--- config.mk ---
export PLATFORM = sky130hd
export DESIGN_NAME = pwt_top
export DESIGN_NICKNAME = d
export VERILOG_FILES = /design/src/logic/pwt_pkg.sv /design/src/logic/pwt_tick_gen.sv /design/src/logic/pwt_top.sv
export SDC_FILE = /design/constraint.sdc
export NUM_CORES = 1
export LEC_CHECK = 0
export ABC_AREA = 0
export BUFFER_PORTS_ARGS = -buffer_cell sky130_fd_sc_hd__buf_2
export CAP_MARGIN = 20
export CORE_MARGIN = 10
export CORE_UTILIZATION = 55
export CTS_CLUSTER_DIAMETER = 60
export DETAILED_ROUTE_END_ITERATION = 12
export PLACE_DENSITY = 0.82
export SYNTH_ARGS = -nofsm -noshare
export SYNTH_HDL_FRONTEND = slang
export SYNTH_SLANG_ARGS = --single-unit
--- constraint.sdc ---
create_clock -name pclk -period 5.7 [get_ports pclk]
set_input_delay 0.855 -clock pclk [delete_from_list [all_inputs] [get_ports pclk]]
set_output_delay 0.855 -clock pclk [all_outputs]
set_load 0.03 [all_outputs]
--- src/logic/pwt_pkg.sv ---
package pwt_pkg;
    // register map, byte addresses
    localparam logic [7:0] PWT_ADDR_TIMER = 8'h00;
    localparam logic [7:0] PWT_ADDR_CTRL = 8'h04;
    localparam logic [7:0] PWT_ADDR_STATUS = 8'h08;
    // field positions
    localparam int PWT_STAB_LSB = 8;
    localparam int PWT_SAMP_LSB = 0;
    localparam int PWT_CTRL_PWC_EN = 0;
    localparam int PWT_CTRL_WR_EN = 1;
    // reset values
    localparam logic [15:0] PWT_TIMER_RST = 16'h0000;
    localparam logic [1:0] PWT_CTRL_RST = 2'h0;
    // special field codes
    localparam logic [7:0] PWT_LEN_NONE = 8'h00;
    localparam logic [7:0] PWT_SAMP_ALWAYS = 8'hff;
    // pclk and power-control clock periods in ns, and the power-control period rounded up to pclk cycles
    localparam int PWT_PCLK_NS = 20;
    localparam int PWT_TICK_NS = 1000;
    localparam int PWT_TICK_CYCLES = (PWT_TICK_NS + PWT_PCLK_NS - 1) / PWT_PCLK_NS;

    typedef enum logic [1:0] {
        PWT_IDLE,
        PWT_STAB,
        PWT_SAMP
    } pwt_state_t;
endpackage

--- src/logic/pwt_tick_gen.sv ---
`timescale 1ns/1ps
// free-running divider, one-cycle pulse per power-control clock period
module pwt_tick_gen
    import pwt_pkg::*;
#(
    parameter int DIV = PWT_TICK_CYCLES
) (
    input wire logic pclk,
    input wire logic presetn,
    output logic tick
);
    logic [15:0] cnt_reg;
    wire last = (cnt_reg == 16'(DIV - 1));

    always_ff @(posedge pclk or negedge presetn) begin
        if (!presetn) begin
            cnt_reg <= 16'h0000;
            tick <= 1'b0;
        end else begin
            cnt_reg <= last ? 16'h0000 : cnt_reg + 16'h0001;
            tick <= last;
        end
    end
endmodule

--- src/logic/pwt_top.sv ---
// Implementation choices: the placing of the registers and the APB slave port.
`timescale 1ns/1ps
// What this block does
// - upper byte N nonzero gives stability window of N power-control periods
// - zero stability length: sample window starts at the alarm event
// - lower byte N in 1..254 gives sample window of N periods
// - sample length all ones: sample window always active, even disabled
// - sample length zero: no sample window at all
// - timer register writes ignored unless clock write enable is set
// - sample window starts when stability countdown expires
module pwt_top
    import pwt_pkg::*;
#(
    parameter int TICK_DIV = PWT_TICK_CYCLES
) (
    input wire logic pclk,
    input wire logic presetn,
    input wire logic psel,
    input wire logic penable,
    input wire logic pwrite,
    input wire logic [7:0] paddr,
    input wire logic [31:0] pwdata,
    output logic [31:0] prdata,
    output logic pready,
    output logic pslverr,
    input wire logic alarm_event,
    output logic stab_window,
    output logic samp_window
);
    ////////////////////////////////////////////////////////////////////
    // input sync
    logic alarm_s1_reg;
    logic alarm_s2_reg;
    logic alarm_s3_reg;
    always_ff @(posedge pclk or negedge presetn) begin
        if (!presetn) begin
            alarm_s1_reg <= 1'b0;
            alarm_s2_reg <= 1'b0;
            alarm_s3_reg <= 1'b0;
        end else begin
            alarm_s1_reg <= alarm_event;
            alarm_s2_reg <= alarm_s1_reg;
            alarm_s3_reg <= alarm_s2_reg;
        end
    end
    wire alarm_rise = alarm_s2_reg & ~alarm_s3_reg;

    ////////////////////////////////////////////////////////////////////
    // register file
    logic [15:0] timer_reg;
    logic [1:0] ctrl_reg;
    wire access = psel & penable;
    wire wr = access & pwrite;
    wire hit_timer = (paddr == PWT_ADDR_TIMER);
    wire hit_ctrl = (paddr == PWT_ADDR_CTRL);
    wire hit_status = (paddr == PWT_ADDR_STATUS);
    wire mapped = hit_timer | hit_ctrl | hit_status;
    wire wr_enable = ctrl_reg[PWT_CTRL_WR_EN];
    wire pwc_en = ctrl_reg[PWT_CTRL_PWC_EN];
    wire timer_wr = wr & hit_timer & wr_enable;
    wire [7:0] stab_len = timer_reg[PWT_STAB_LSB +: 8];
    wire [7:0] samp_len = timer_reg[PWT_SAMP_LSB +: 8];

    wire ctrl_wr = wr & hit_ctrl;

    ////////////////////////////////////////////////////////////////////
    // register write
    always_ff @(posedge pclk or negedge presetn) begin
        if (!presetn) begin
            timer_reg <= PWT_TIMER_RST;
        end else if (timer_wr) begin
            timer_reg <= pwdata[15:0];
        end
    end

    always_ff @(posedge pclk or negedge presetn) begin
        if (!presetn) begin
            ctrl_reg <= PWT_CTRL_RST;
        end else if (ctrl_wr) begin
            ctrl_reg <= pwdata[1:0];
        end
    end

    ////////////////////////////////////////////////////////////////////
    // window engine
    logic tick;
    pwt_tick_gen #(.DIV(TICK_DIV)) u_tick (
        .pclk(pclk),
        .presetn(presetn),
        .tick(tick)
    );

    pwt_state_t state_reg;
    pwt_state_t state_next;
    logic [7:0] cnt_reg;
    logic [7:0] cnt_next;
    wire samp_always = (samp_len == PWT_SAMP_ALWAYS);
    wire samp_none = (samp_len == PWT_LEN_NONE);
    wire stab_none = (stab_len == PWT_LEN_NONE);
    wire samp_counted = ~samp_none & ~samp_always;
    wire alarm_take = alarm_rise & pwc_en;
    wire stab_load = alarm_take & ~stab_none;
    wire samp_load = alarm_take & stab_none & samp_counted;
    wire cnt_last = (cnt_reg == 8'h01);
    wire period_done = tick & cnt_last;
    wire [7:0] cnt_dec = cnt_reg - 8'h01;

    ////////////////////////////////////////////////////////////////////
    // next state
    always_comb begin
        state_next = state_reg;
        cnt_next = cnt_reg;
        case (state_reg)
            PWT_IDLE: begin
                if (stab_load) begin
                    state_next = PWT_STAB;
                    cnt_next = stab_len;
                end else if (samp_load) begin
                    state_next = PWT_SAMP;
                    cnt_next = samp_len;
                end
            end
            PWT_STAB: begin
                if (period_done && samp_counted) begin
                    state_next = PWT_SAMP;
                    cnt_next = samp_len;
                end else if (period_done) begin
                    state_next = PWT_IDLE;
                    cnt_next = 8'h00;
                end else if (tick) begin
                    cnt_next = cnt_dec;
                end
            end
            PWT_SAMP: begin
                if (period_done) begin
                    state_next = PWT_IDLE;
                    cnt_next = 8'h00;
                end else if (tick) begin
                    cnt_next = cnt_dec;
                end
            end
            default: begin
                state_next = PWT_IDLE;
                cnt_next = 8'h00;
            end
        endcase
        if (!pwc_en) begin
            state_next = PWT_IDLE;
            cnt_next = 8'h00;
        end
    end

    wire stab_next = (state_next == PWT_STAB);
    wire samp_next_w = (state_next == PWT_SAMP) | samp_always;

    always_ff @(posedge pclk or negedge presetn) begin
        if (!presetn) begin
            state_reg <= PWT_IDLE;
        end else begin
            state_reg <= state_next;
        end
    end

    always_ff @(posedge pclk or negedge presetn) begin
        if (!presetn) begin
            cnt_reg <= 8'h00;
        end else begin
            cnt_reg <= cnt_next;
        end
    end

    always_ff @(posedge pclk or negedge presetn) begin
        if (!presetn) begin
            stab_window <= 1'b0;
        end else begin
            stab_window <= stab_next;
        end
    end

    always_ff @(posedge pclk or negedge presetn) begin
        if (!presetn) begin
            samp_window <= 1'b0;
        end else begin
            samp_window <= samp_next_w;
        end
    end

    ////////////////////////////////////////////////////////////////////
    // apb read path
    wire apb_setup = psel & ~penable;
    wire rd_setup = apb_setup & ~pwrite;
    wire err_next = apb_setup & ~mapped;
    wire [31:0] timer_word = {16'h0000, timer_reg};
    wire [31:0] ctrl_word = {30'h0, ctrl_reg};
    wire [31:0] status_word = {22'h0, cnt_reg, samp_window, stab_window};
    wire [31:0] rd_mux = hit_timer ? timer_word :
                         hit_ctrl ? ctrl_word :
                         hit_status ? status_word : 32'h00000000;
    wire [31:0] rd_next = rd_setup ? rd_mux : 32'h00000000;

    ////////////////////////////////////////////////////////////////////
    // apb response
    always_ff @(posedge pclk or negedge presetn) begin
        if (!presetn) begin
            pready <= 1'b0;
        end else begin
            pready <= apb_setup;
        end
    end

    always_ff @(posedge pclk or negedge presetn) begin
        if (!presetn) begin
            pslverr <= 1'b0;
        end else begin
            pslverr <= err_next;
        end
    end

    always_ff @(posedge pclk or negedge presetn) begin
        if (!presetn) begin
            prdata <= 32'h00000000;
        end else begin
            prdata <= rd_next;
        end
    end
endmodule

* Yosys cells after proc, flatten, opt, wreduce, memory -nomap -nowiden
Cells that the tools add are included.
Word-level totals: register bits after elaboration 68, output and inout port bits 36, logic and storage cells 74
Cells by class: $add $sub $neg 2, eq/ne operators 10, muxes and demuxes 18, bitwise logic cells 25, reductions and logical operators 5
Operator list (count):
- $mux 16 | 3
- $mux 8 | 6
- $logic_not 8->1 | 3
- $pmux 8 s3 | 1
- $mux 10 | 2
- $add 16x1->16 const B | 1
- $eq 16x6->1 const B | 1
- $and 1x1->1 | 15
- $mux 2 | 5
- $eq 8x1->1 const B | 1
- $eq 8x3->1 const B | 1
- $eq 8x4->1 const B | 1
- $eq 8x8->1 const B | 1
- $sub 8x1->8 const B | 1
- $not 1->1 | 7
- $pmux 2 s3 | 1
- $eq 2x1->1 const B | 2
- $eq 2x2->1 const B | 2
- $ne 4x4->1 const B | 1
- $or 1x1->1 | 3
- $logic_not 2->1 | 1
- $logic_and 1x1->1 | 1

* Logic depth before layout (Yosys ltp)
Gate-level depths: netlist of run 1.
depth in word-level cells 11, gate-level depth with buffers 7, depth with buffers taken out 7

* Cells and area by module
A second synthesis of run 1 with hierarchy kept.
Second synthesis, totals: cells, all modules 310, area, all modules 3447.1 µm²
Modules (own cells, without submodules):
- pwt_top | instances 1, cells an instance 237, area an instance 2622.5 µm²
- pwt_tick_gen | instances 1, cells an instance 73, area an instance 824.5 µm²

* Worst setup path before layout of run 1
OpenSTA, ideal clock, no wires.
path type input-to-reg, start input paddr[5], end register timer_reg[10], setup time 125 ps, arrival 2294 ps, required time 5575 ps, slack 3281 ps, cell stages on the path 6, buffers on the path 1, path through nor4_1 nand2_1 or3_4 nor2_4 buf_6 mux2_2
Between the ends: word-level cells in the longest chain between the ends 3
Ends and longest elaborated chain:
- start, declared | line pwt_top.sv:21 | input wire logic [7:0] paddr,
- $logic_not 8->1 | line pwt_top.sv:54 | wire hit_timer = (paddr == PWT_ADDR_TIMER);
- $and 1x1->1 (2 in a row) | line pwt_top.sv:60 | wire timer_wr = wr & hit_timer & wr_enable;
- end signal, assigned | line pwt_top.sv:72 | timer_reg <= pwdata[15:0];
- end, declared | line pwt_top.sv:50 | logic [15:0] timer_reg;
No other way between the ends. A chain may end at the register's enable or synchronous reset.

* Worst setup path after layout of run 1
start register cnt_reg[1], end register cnt_reg[4]
Between the ends: word-level cells in the longest chain between the ends 6, elaborated cells between the ends (all ways) 9, classes of those cells add/sub (1); eq/ne (1); mux (5); bitwise (1); reduce/logical (1)
Ends and longest elaborated chain:
- start, declared | line pwt_top.sv:95 | logic [7:0] cnt_reg;
- start signal, assigned | line pwt_top.sv:168 | cnt_reg <= cnt_next;
- $sub 8x1->8 / $eq 8x1->1 (equally long branches) | line pwt_top.sv:106, pwt_top.sv:104
- $mux 8 / $and 1x1->1 (equally long branches) | line pwt_top.sv:130, pwt_top.sv:138, pwt_top.sv:105
- $mux 8 / $logic_and 1x1->1 (equally long branches) | line pwt_top.sv:127, pwt_top.sv:124
- $mux 8 | line pwt_top.sv:124 | if (period_done && samp_counted) begin
- $pmux 8 s3 (*) | line pwt_top.sv:113 | case (state_reg)
- $mux 8 (*) | line pwt_top.sv:147 | if (!pwc_en) begin
Every way passes the cells marked *; elsewhere a longest branch is shown, timed or not.

==> run summary, run 1 <==
The flow ran to the end, and the final reports show no timing, DRC or antenna violations. The logs give 0 for the count of endpoints failing setup in the final report and 0.398 GHz for the maximum frequency from static timing analysis. The chip width is 97.9 microns.

Share of cells above drive strength 1: 25.8%. The sum of routed wire segments on met1 was 3140 microns; the number of H-tree branching levels was 3. For this run, the detailed router's first-pass iteration total came to 4. For the final routed database, the setup TNS stands at 0 ns.

The final weighted congestion in routability-driven placement was 0.932; the critical path arrival was 2.77 ns. At the pin with the least slew margin, the transition time is 0.924 ns. Summing every instance area after synthesis gives 3340 sq um. The via count of the first global-routing pass came out at 2555.

The number of buffers inserted to repair setup after CTS is 0. The final critical-path required period is 2.51 ns, and the total detailed-routing wirelength is 7450 microns. Of all nets on the critical path, the largest fanout is 9.

For this run, the leading register cell type out of synthesis is dfrtp_1. The length of routed met2 wiring was 3430 microns; the tightest slew margin relative to the limit was 38.0%. Dividing the detail-routed wire length by the instance count gives 17.1 microns.

Across the VDD grid, the largest voltage drop is 196 uV. The number of buffers between clock root and the deepest sink was 2; the TritonCTS sink count was 68. The maximum number of pins on one net before global-route repair is 69. Global routing finished with a remaining overflow of 0. Clock tree synthesis inserted a total of 9 buffers. In the finished design, the share of the clock period the worst path needs comes to 44.1%. The logs give 82 for the I/O pin count and 0.34 ns for the clock insertion delay at the later pin of the skew report. Detailed routing placed a total of 749 microns of wire on met3. The worst setup slack for register-to-register paths is 3.19 ns. Total of hold buffers inserted after clock tree synthesis: 0. The tools report the yosys synthesis warning count as 0. The area of the core came out at 5920 sq um. The worst setup path is captured at a flip-flop. In the routed layout, each cell is associated on average with a via count of 5.67. Number of cell rows: 28.

The tightest min-delay check is of the reg2reg type. Ranked by total cell area, the synthesized netlist is headed by dfrtp_1, mux2_2, buf_4. The share of Yosys cell area claimed by the top area cell type came out at 50.9%. The net count of the finished layout is 406. The area overhead of the layout relative to synthesis is 12.9%, and the global-route wire length before repair is 12700 microns.

From bottom edge to top edge, the die measures 97.9 microns. The clock transition at the registers of the reported paths is 0.07 ns, and the required arrival time at the worst endpoint is 5.95 ns. The completed layout was analyzed and its total power is 0.000925 W.

The standby leakage power is 1.76 nW. After detailed routing, the number of remaining DRC violations is 0. Max-cap violations in this run came to 0. After layout, the worst setup slack is 3.19 ns. The detailed router used layers up to and including met4. The diode insertion count for antenna repair is 0, and the area occupied by multi-input gates is 1470 sq um. The number of vias in the routed layout was 2473. TritonCTS built the clock tree.

At the placement stage, the worst setup path has a slack of 2.93 ns. Synthesis handed over a netlist of 304 instances. Counting instances, the worst hold path has a depth of 0.

The detailed router's first-iteration violation count was 218; the number of slew-limit violations in the final report was 0. The count of unique library cells instantiated by Yosys was 55; the number of hold violations in the final report was 0. Sequential fraction of the synthesis area: 50.9%. Synthesis inferred 68 register bits. The sort of element at the start of the critical path is a flip-flop. The top cell type by total area after synthesis was dfrtp_1. Overall die area: 9590 sq um. Across the whole layout, storage elements account for 1700 sq um. A synthesized cell averages 11.0 sq um. Global routing consumed, over all layers together, 16.1% of the routing resources. Measured in cells, the most critical reg-to-reg path has a length of 7.

For the initial antenna violation count, the log shows 0. The number of synthesized flops with an enable pin came out at 0. For this run, asynchronously set or reset flops after synthesis account for 100%.

The cell sitting at the root of the clock tree is a clkbuf_8. Setup repair after global routing left no endpoint under its margin. The logs give 0 for the remaining number of nets flagged by the antenna check after routing and 5460 microns for the detailed placer's ending HPWL. The logs give 482 for the number of filler instances in the final layout and 0 for the count of instances resized after the clock tree is built. The run gives 56.4% as the effective utilization at floorplan.

Power spread over the standard cell area amounts to 245 nW/um^2. On the final layout, the worst clock skew is 0.00703 ns. The count of buffers added on input and output ports is 49. By startpoint and endpoint, the worst setup path is classified as reg2reg.
## routing by layer
metal	track usage, %	vias up
met5	0	-
li1	-	1177
met2	24.7	97
met1	19.5	1184
met4	7.38	0
met3	6.34	15
## cells by family after synthesis
family                     after synthesis  synth area share, %
adders and majority gates                4                 1.50
DFF                                     68                 50.9
muxes                                   20                 6.78
and+or+nand+nor                        115                 19.3
xor gates and xnor gates                18                 4.72
AOI/OAI and AO/OA                       41                 10.0
buffers and inverters                   37                 6.67
other                                    1                0.112
## path summary, 6_finish.rpt
kind	from	endpoint
worst max-delay path	cnt_reg[1]$_DFFE_PN0P_	cnt_reg[4]$_DFFE_PN0P_
worst min-delay path	alarm_s1_reg$_DFF_PN0_	alarm_s2_reg$_DFF_PN0_
worst max register to register	cnt_reg[1]$_DFFE_PN0P_	cnt_reg[4]$_DFFE_PN0P_
worst min register to register	alarm_s1_reg$_DFF_PN0_	alarm_s2_reg$_DFF_PN0_
max in group asynchronous	presetn	ctrl_reg[1]$_DFFE_PN0P_
min in group asynchronous	presetn	state_reg[0]$_DFF_PN0_
## cell usage in the layout (no fill, tap or decap), types with 2 or more instances in the layout
cell type  instances
dfrtp_1           68
ha_1               4
a2111oi_0          2
conb_1            16
a21oi_1            4
inv_1             13
nor2b_1            5
xnor2_1           13
or4_1              3
nor3_1             8
buf_2             49
clkbuf_8          11
nor4b_1            3
and4_1             2
nand2_1           11
nand4_1           17
nand2b_1           5
mux2_2            18
nand3_1            8
clkinv_2           2
and2_1             9
o221ai_1           7
nor4_1             5
nor2_1            27
xor2_1             5
a22oi_1           14
## stage by stage
step / hold WS (ns) / util (%) / instances / area (sq um)
floorplan: 0.331 / - / 319 / 3400
global placement: 0.332 / 60.3 / 420 / 3570
detailed placement: 0.345 / 60.3 / 420 / 3570
CTS: 0.360 / 63.7 / 436 / 3770
global route: 0.374 / 63.7 / 436 / 3770
finish: 0.354 / 63.7 / 436 / 3770
## synthesized netlist by cell type (4+ instances only)
cell and n:
a21oi_1 4, a22oi_1 14, and2_1 9, buf_4 18
dfrtp_1 68, ha_1 4, inv_1 13, mux2_2 18
nand2_1 11, nand2b_1 5, nand3_1 8, nand4_1 17
nor2_1 27, nor2b_1 5, nor3_1 8, nor4_1 5
o221ai_1 7, xnor2_1 13, xor2_1 5
## worst max-delay path, stage by stage, from the launching register on
cell and delay (ns):
dfrtp_1 0.43, inv_1 0.12, ha_1 0.15, nor4b_1 0.72, nand3_1 0.20, mux2i_2 0.48
nand4_1 0.21, o221ai_1 0.13
## power by group
group	leakage [nW]	switching, W	internal [W]
logic	0.731	0.0000314	0.0000100
registers	0.928	0.000000956	0.000484
clock network	0.102	0.000174	0.000224
## cell type report
type                       count  share of cell area, %
inverter                      13                   1.29
timing repair buffer          50                   6.70
multi-input combinational    214                   39.0
clock inverter                 4                   1.26
clock buffer                  12                   4.11
tap                           75                   2.49
sequential                    68                   45.1
No activity file was read; power rests on OpenSTA's default activity.
==> inputs of run 2 (changes only) <==
--- a/config.mk
+++ b/config.mk
@@ -5,14 +5,14 @@
 export SDC_FILE = /design/constraint.sdc
 export NUM_CORES = 1
 export LEC_CHECK = 0
-export ABC_AREA = 0
+export ABC_AREA = 1
 export BUFFER_PORTS_ARGS = -buffer_cell sky130_fd_sc_hd__buf_2
 export CAP_MARGIN = 20
 export CORE_MARGIN = 10
 export CORE_UTILIZATION = 55
 export CTS_CLUSTER_DIAMETER = 60
 export DETAILED_ROUTE_END_ITERATION = 12
-export PLACE_DENSITY = 0.82
+export PLACE_DENSITY = 0.81
 export SYNTH_ARGS = -nofsm -noshare
 export SYNTH_HDL_FRONTEND = slang
 export SYNTH_SLANG_ARGS = --single-unit
==> constraint.sdc (replaced) <==
create_clock -name pclk -period 2.6 [get_ports pclk]
set_input_delay 0.39 -clock pclk [delete_from_list [all_inputs] [get_ports pclk]]
set_output_delay 0.39 -clock pclk [all_outputs]
set_load 0.03 [all_outputs]
==> run 2 against run 1 <==
Against the previous run: core utilization down 0.23 points; synthesized cell count is 52% higher; via count grew 30%; clock power up 140%; clock-buffer cell count down 2; area after synthesis up 13%.
==> run summary, run 2 <==
The sum of overflow across all layers after global routing came out at 0. The number of buffer cells added on primary ports was 49. After layout, the worst path uses 75.8% of the clock period.

The floorplan step defined a die boundary enclosing 10500 sq um. Measured along the x axis, the die boundary spans 103 microns. For the initial antenna violation count, the log shows 0. Synthesized flop and latch total: 68. The H-tree generated during clock tree synthesis spans 3 levels. The total of hold buffers inserted after clock tree synthesis was 0; the fraction of synthesis flops using an asynchronous set or reset pin was 100%. Summing every instance area after synthesis gives 3760 sq um. In this run the biggest area consumer among cell types represents 45.3% of the synthesized area.

The remaining design rule violation count is 0, and the number of standard cells after synthesis is 463. Summing all placed instances gives a cell area of 4050 sq um. The die span in y was 103 microns; the number of nets in the layout was 569. The logs give 3205 for the number of vias in the routed layout and 0 for the remaining number of nets flagged by the antenna check after routing. The critical path arrival was 2.25 ns. Kind of end point of the critical path: a flip-flop.

The power per unit of standard cell area is 494 nW/um^2. Derived from the worst setup path, the maximum achievable clock frequency is 0.507 GHz. The mean post-synth cell area is 8.12 sq um. Setup repair after global routing left no endpoint under its margin. The HPWL after detailed placement is 6410 microns. STA classifies the critical path startpoint as a flip-flop.

The area overhead of the layout relative to synthesis is 13.5%. Dividing the detail-routed wire length by the instance count gives 14.1 microns. The met2 routing resource usage after global routing is 28.6%.

Final weighted congestion in routability-driven placement: 0.906. Type of the worst setup path: reg2reg. Ranked by total cell area, the synthesized netlist is headed by dfrtp_1, nand2_1, nand3_1. Clock tree synthesis found a total of 68 sinks. The core region is 6720 sq um. The clock transition at the registers of the reported paths was 0.08 ns; the sequential cell area was 1700 sq um. The worst pin sits at a relative slew slack of 53.5%. Buffers added to address setup during post-CTS repair amount to 0. Most common cell after layout, fill and taps aside: nand2_1. Clock tree synthesis selected as its root buffer the cell clkbuf_8. Summing all multi-input logic gate instances after layout gives 1740 sq um. Yosys mapped a number of flops with a built-in enable equal to 0.

For this run, the total global-route usage over all layers was measured as 17.0%. In this run, post-CTS repair resized a total of 0 instances. The tool flagged a number of max-cap violations equal to 0.

The number of hold violations in the final report is 0, and the final critical-path required period is 1.97 ns. The via count of the first global-routing pass is 3185. Entering global routing, the biggest net connects 39 pins. The tools report the clock insertion delay at the later pin of the skew report as 0.34 ns.

TritonCTS built the clock tree. The worst register-to-register path begins at timer_reg[3]$_DFFE_PN0P_. Of all nets on the critical path, the largest fanout is 9. The final-layout setup total negative slack was 0 ns. For this block, the initial DRC count from the detailed router was 227. Using the TritonRoute via totals, the vias-per-cell ratio works out to 5.31. The path class of the lowest-slack min-delay path was in2async. Predominant post-synthesis flop cell: dfrtp_1. The logs give 2.27 nW for the standby leakage power and 309 uV for the maximum ir drop on the vdd rail. The cell with the most instances after synthesis was nand2_1. In the global route stage, met1 resource usage came out at 20.9%. The number of buffers between clock root and the deepest sink is 2. Sequential cells were found to cover 45.3% of the synthesized design area. The number of antenna diodes in the final layout is 0.

In this run the worst setup path begins at timer_reg[3]$_DFFE_PN0P_. The total detailed-routing wirelength was 8490 microns; the global-route wire length before repair was 14400 microns. Summed over all instances, the cell type with the most area after synthesis is dfrtp_1.

The count of endpoints failing setup in the final report was 0; the count of unique library cells instantiated by Yosys was 39. For this design the top-level I/O count stands at 82. Clock tree synthesis inserted a total of 9 buffers. met2 is the most crowded layer. During synthesis, Yosys emitted a total of 0 warnings. For the worst setup path, the data required time is 2.88 ns.

Across the routed clock network, the largest skew measured is 0.00841 ns. The flow ran to the end, and the final reports show no timing, DRC or antenna violations. The number of slew-limit violations in the final report is 0.

The transition time at the pin with the least slew margin works out to 0.697 ns. After routing the design area is 4270 sq um. Measured in cells, the most critical reg-to-reg path has a length of 11. Effective utilization at floorplan: 55.9%.

Met3 track demand over resource in global routing: 3.95%. After filler insertion, the fill cell instance count of the layout stands at 581. The library cells used most frequently in the layout, excluding fill and tap cells, are nand2_1, dfrtp_1, nand3_1.

Number of cell rows: 30. The first detailed-routing pass took 5 iterations. The commonest cells after synthesis are nand2_1, dfrtp_1, nand3_1. Share of cells above drive strength 1: 20.8%.
run 2: changes by cell type after synthesis, moves of 10 or more:
cell / delta
nand2_1: +108
nand3_1: +48
inv_1: +39
a22oi_1: -14
xnor2_1: -13
mux2_2: -10
run 2: layout make-up:
class                           count  area share [%]
Timing Repair Buffer               54            6.92
Clock buffer                       10            2.99
Sequential cell                    68            39.9
Multi-Input combinational cell    329            40.7
Clock inverter                      6            2.08
Tap cell                           80            2.35
Inverter                           57            5.07
run 2: per-stage QoR:
stage	instances	total power [W]	util [%]	setup slack (ns)	hold WS, ns
finish	604	0.00211	63.5	0.629	0.0909
global route	604	0.00217	63.5	0.429	0.135
CTS	604	0.00212	63.5	0.648	0.109
detailed placement	588	0.00118	60.3	0.672	0.353
global placement	588	0.00118	60.3	0.725	0.333
floorplan	478	0.00115	-	1.06	0.0944
run 2: kinds of logic (layout without fill, tap and decap cells):
kind of cell / count (synthesis) / in the layout / share of synthesized area, %
muxes: 14 / 14 / 4.79
and+or+nand+nor: 258 / 258 / 32.4
other: 1 / 16 / 0.0998
AOI/OAI and AO/OA: 29 / 29 / 4.19
xor gates and xnor gates: 8 / 8 / 1.86
adders and majority gates: 4 / 4 / 1.33
DFF: 68 / 68 / 45.3
buffers and inverters: 81 / 127 / 10.1
run 2: critical path: stages (launching register included):
cell and delay, ns:
dfrtp_1 0.48, nand2_1 0.11, inv_1 0.04, nand2_1 0.07, nor2_1 0.05, nor2_1 0.38
nand2_1 0.12, nor2_2 0.18, nor2_4 0.11, nor2_4 0.20, nand2_1 0.10, nand2_1 0.06
run 2: worst paths after layout:
kind                                            endpoint  slack [ns]
max in group asynchronous         state_reg[1]$_DFF_PN0_        1.86
worst min-delay path            timer_reg[9]$_DFFE_PN0P_        0.09
worst max-delay path              cnt_reg[0]$_DFFE_PN0P_        0.63
worst min register to register    alarm_s2_reg$_DFF_PN0_        0.37
min in group pclk                 alarm_s1_reg$_DFF_PN0_        0.16
worst max register to register    cnt_reg[0]$_DFFE_PN0P_        0.63
run 2: where the power goes:
part / internal (W) / switching [W]
Clock: 0.000540 / 0.000404
Combinational: 0.0000242 / 0.0000749
Sequential: 0.00106 / 0.00000272
run 2: metal layers:
layer  up-vias  share of wire [%]
li1       1577                  -
met1      1508                 42
met2       110                 48
met3        10                8.7
met4         0               0.94
met5         -                  0
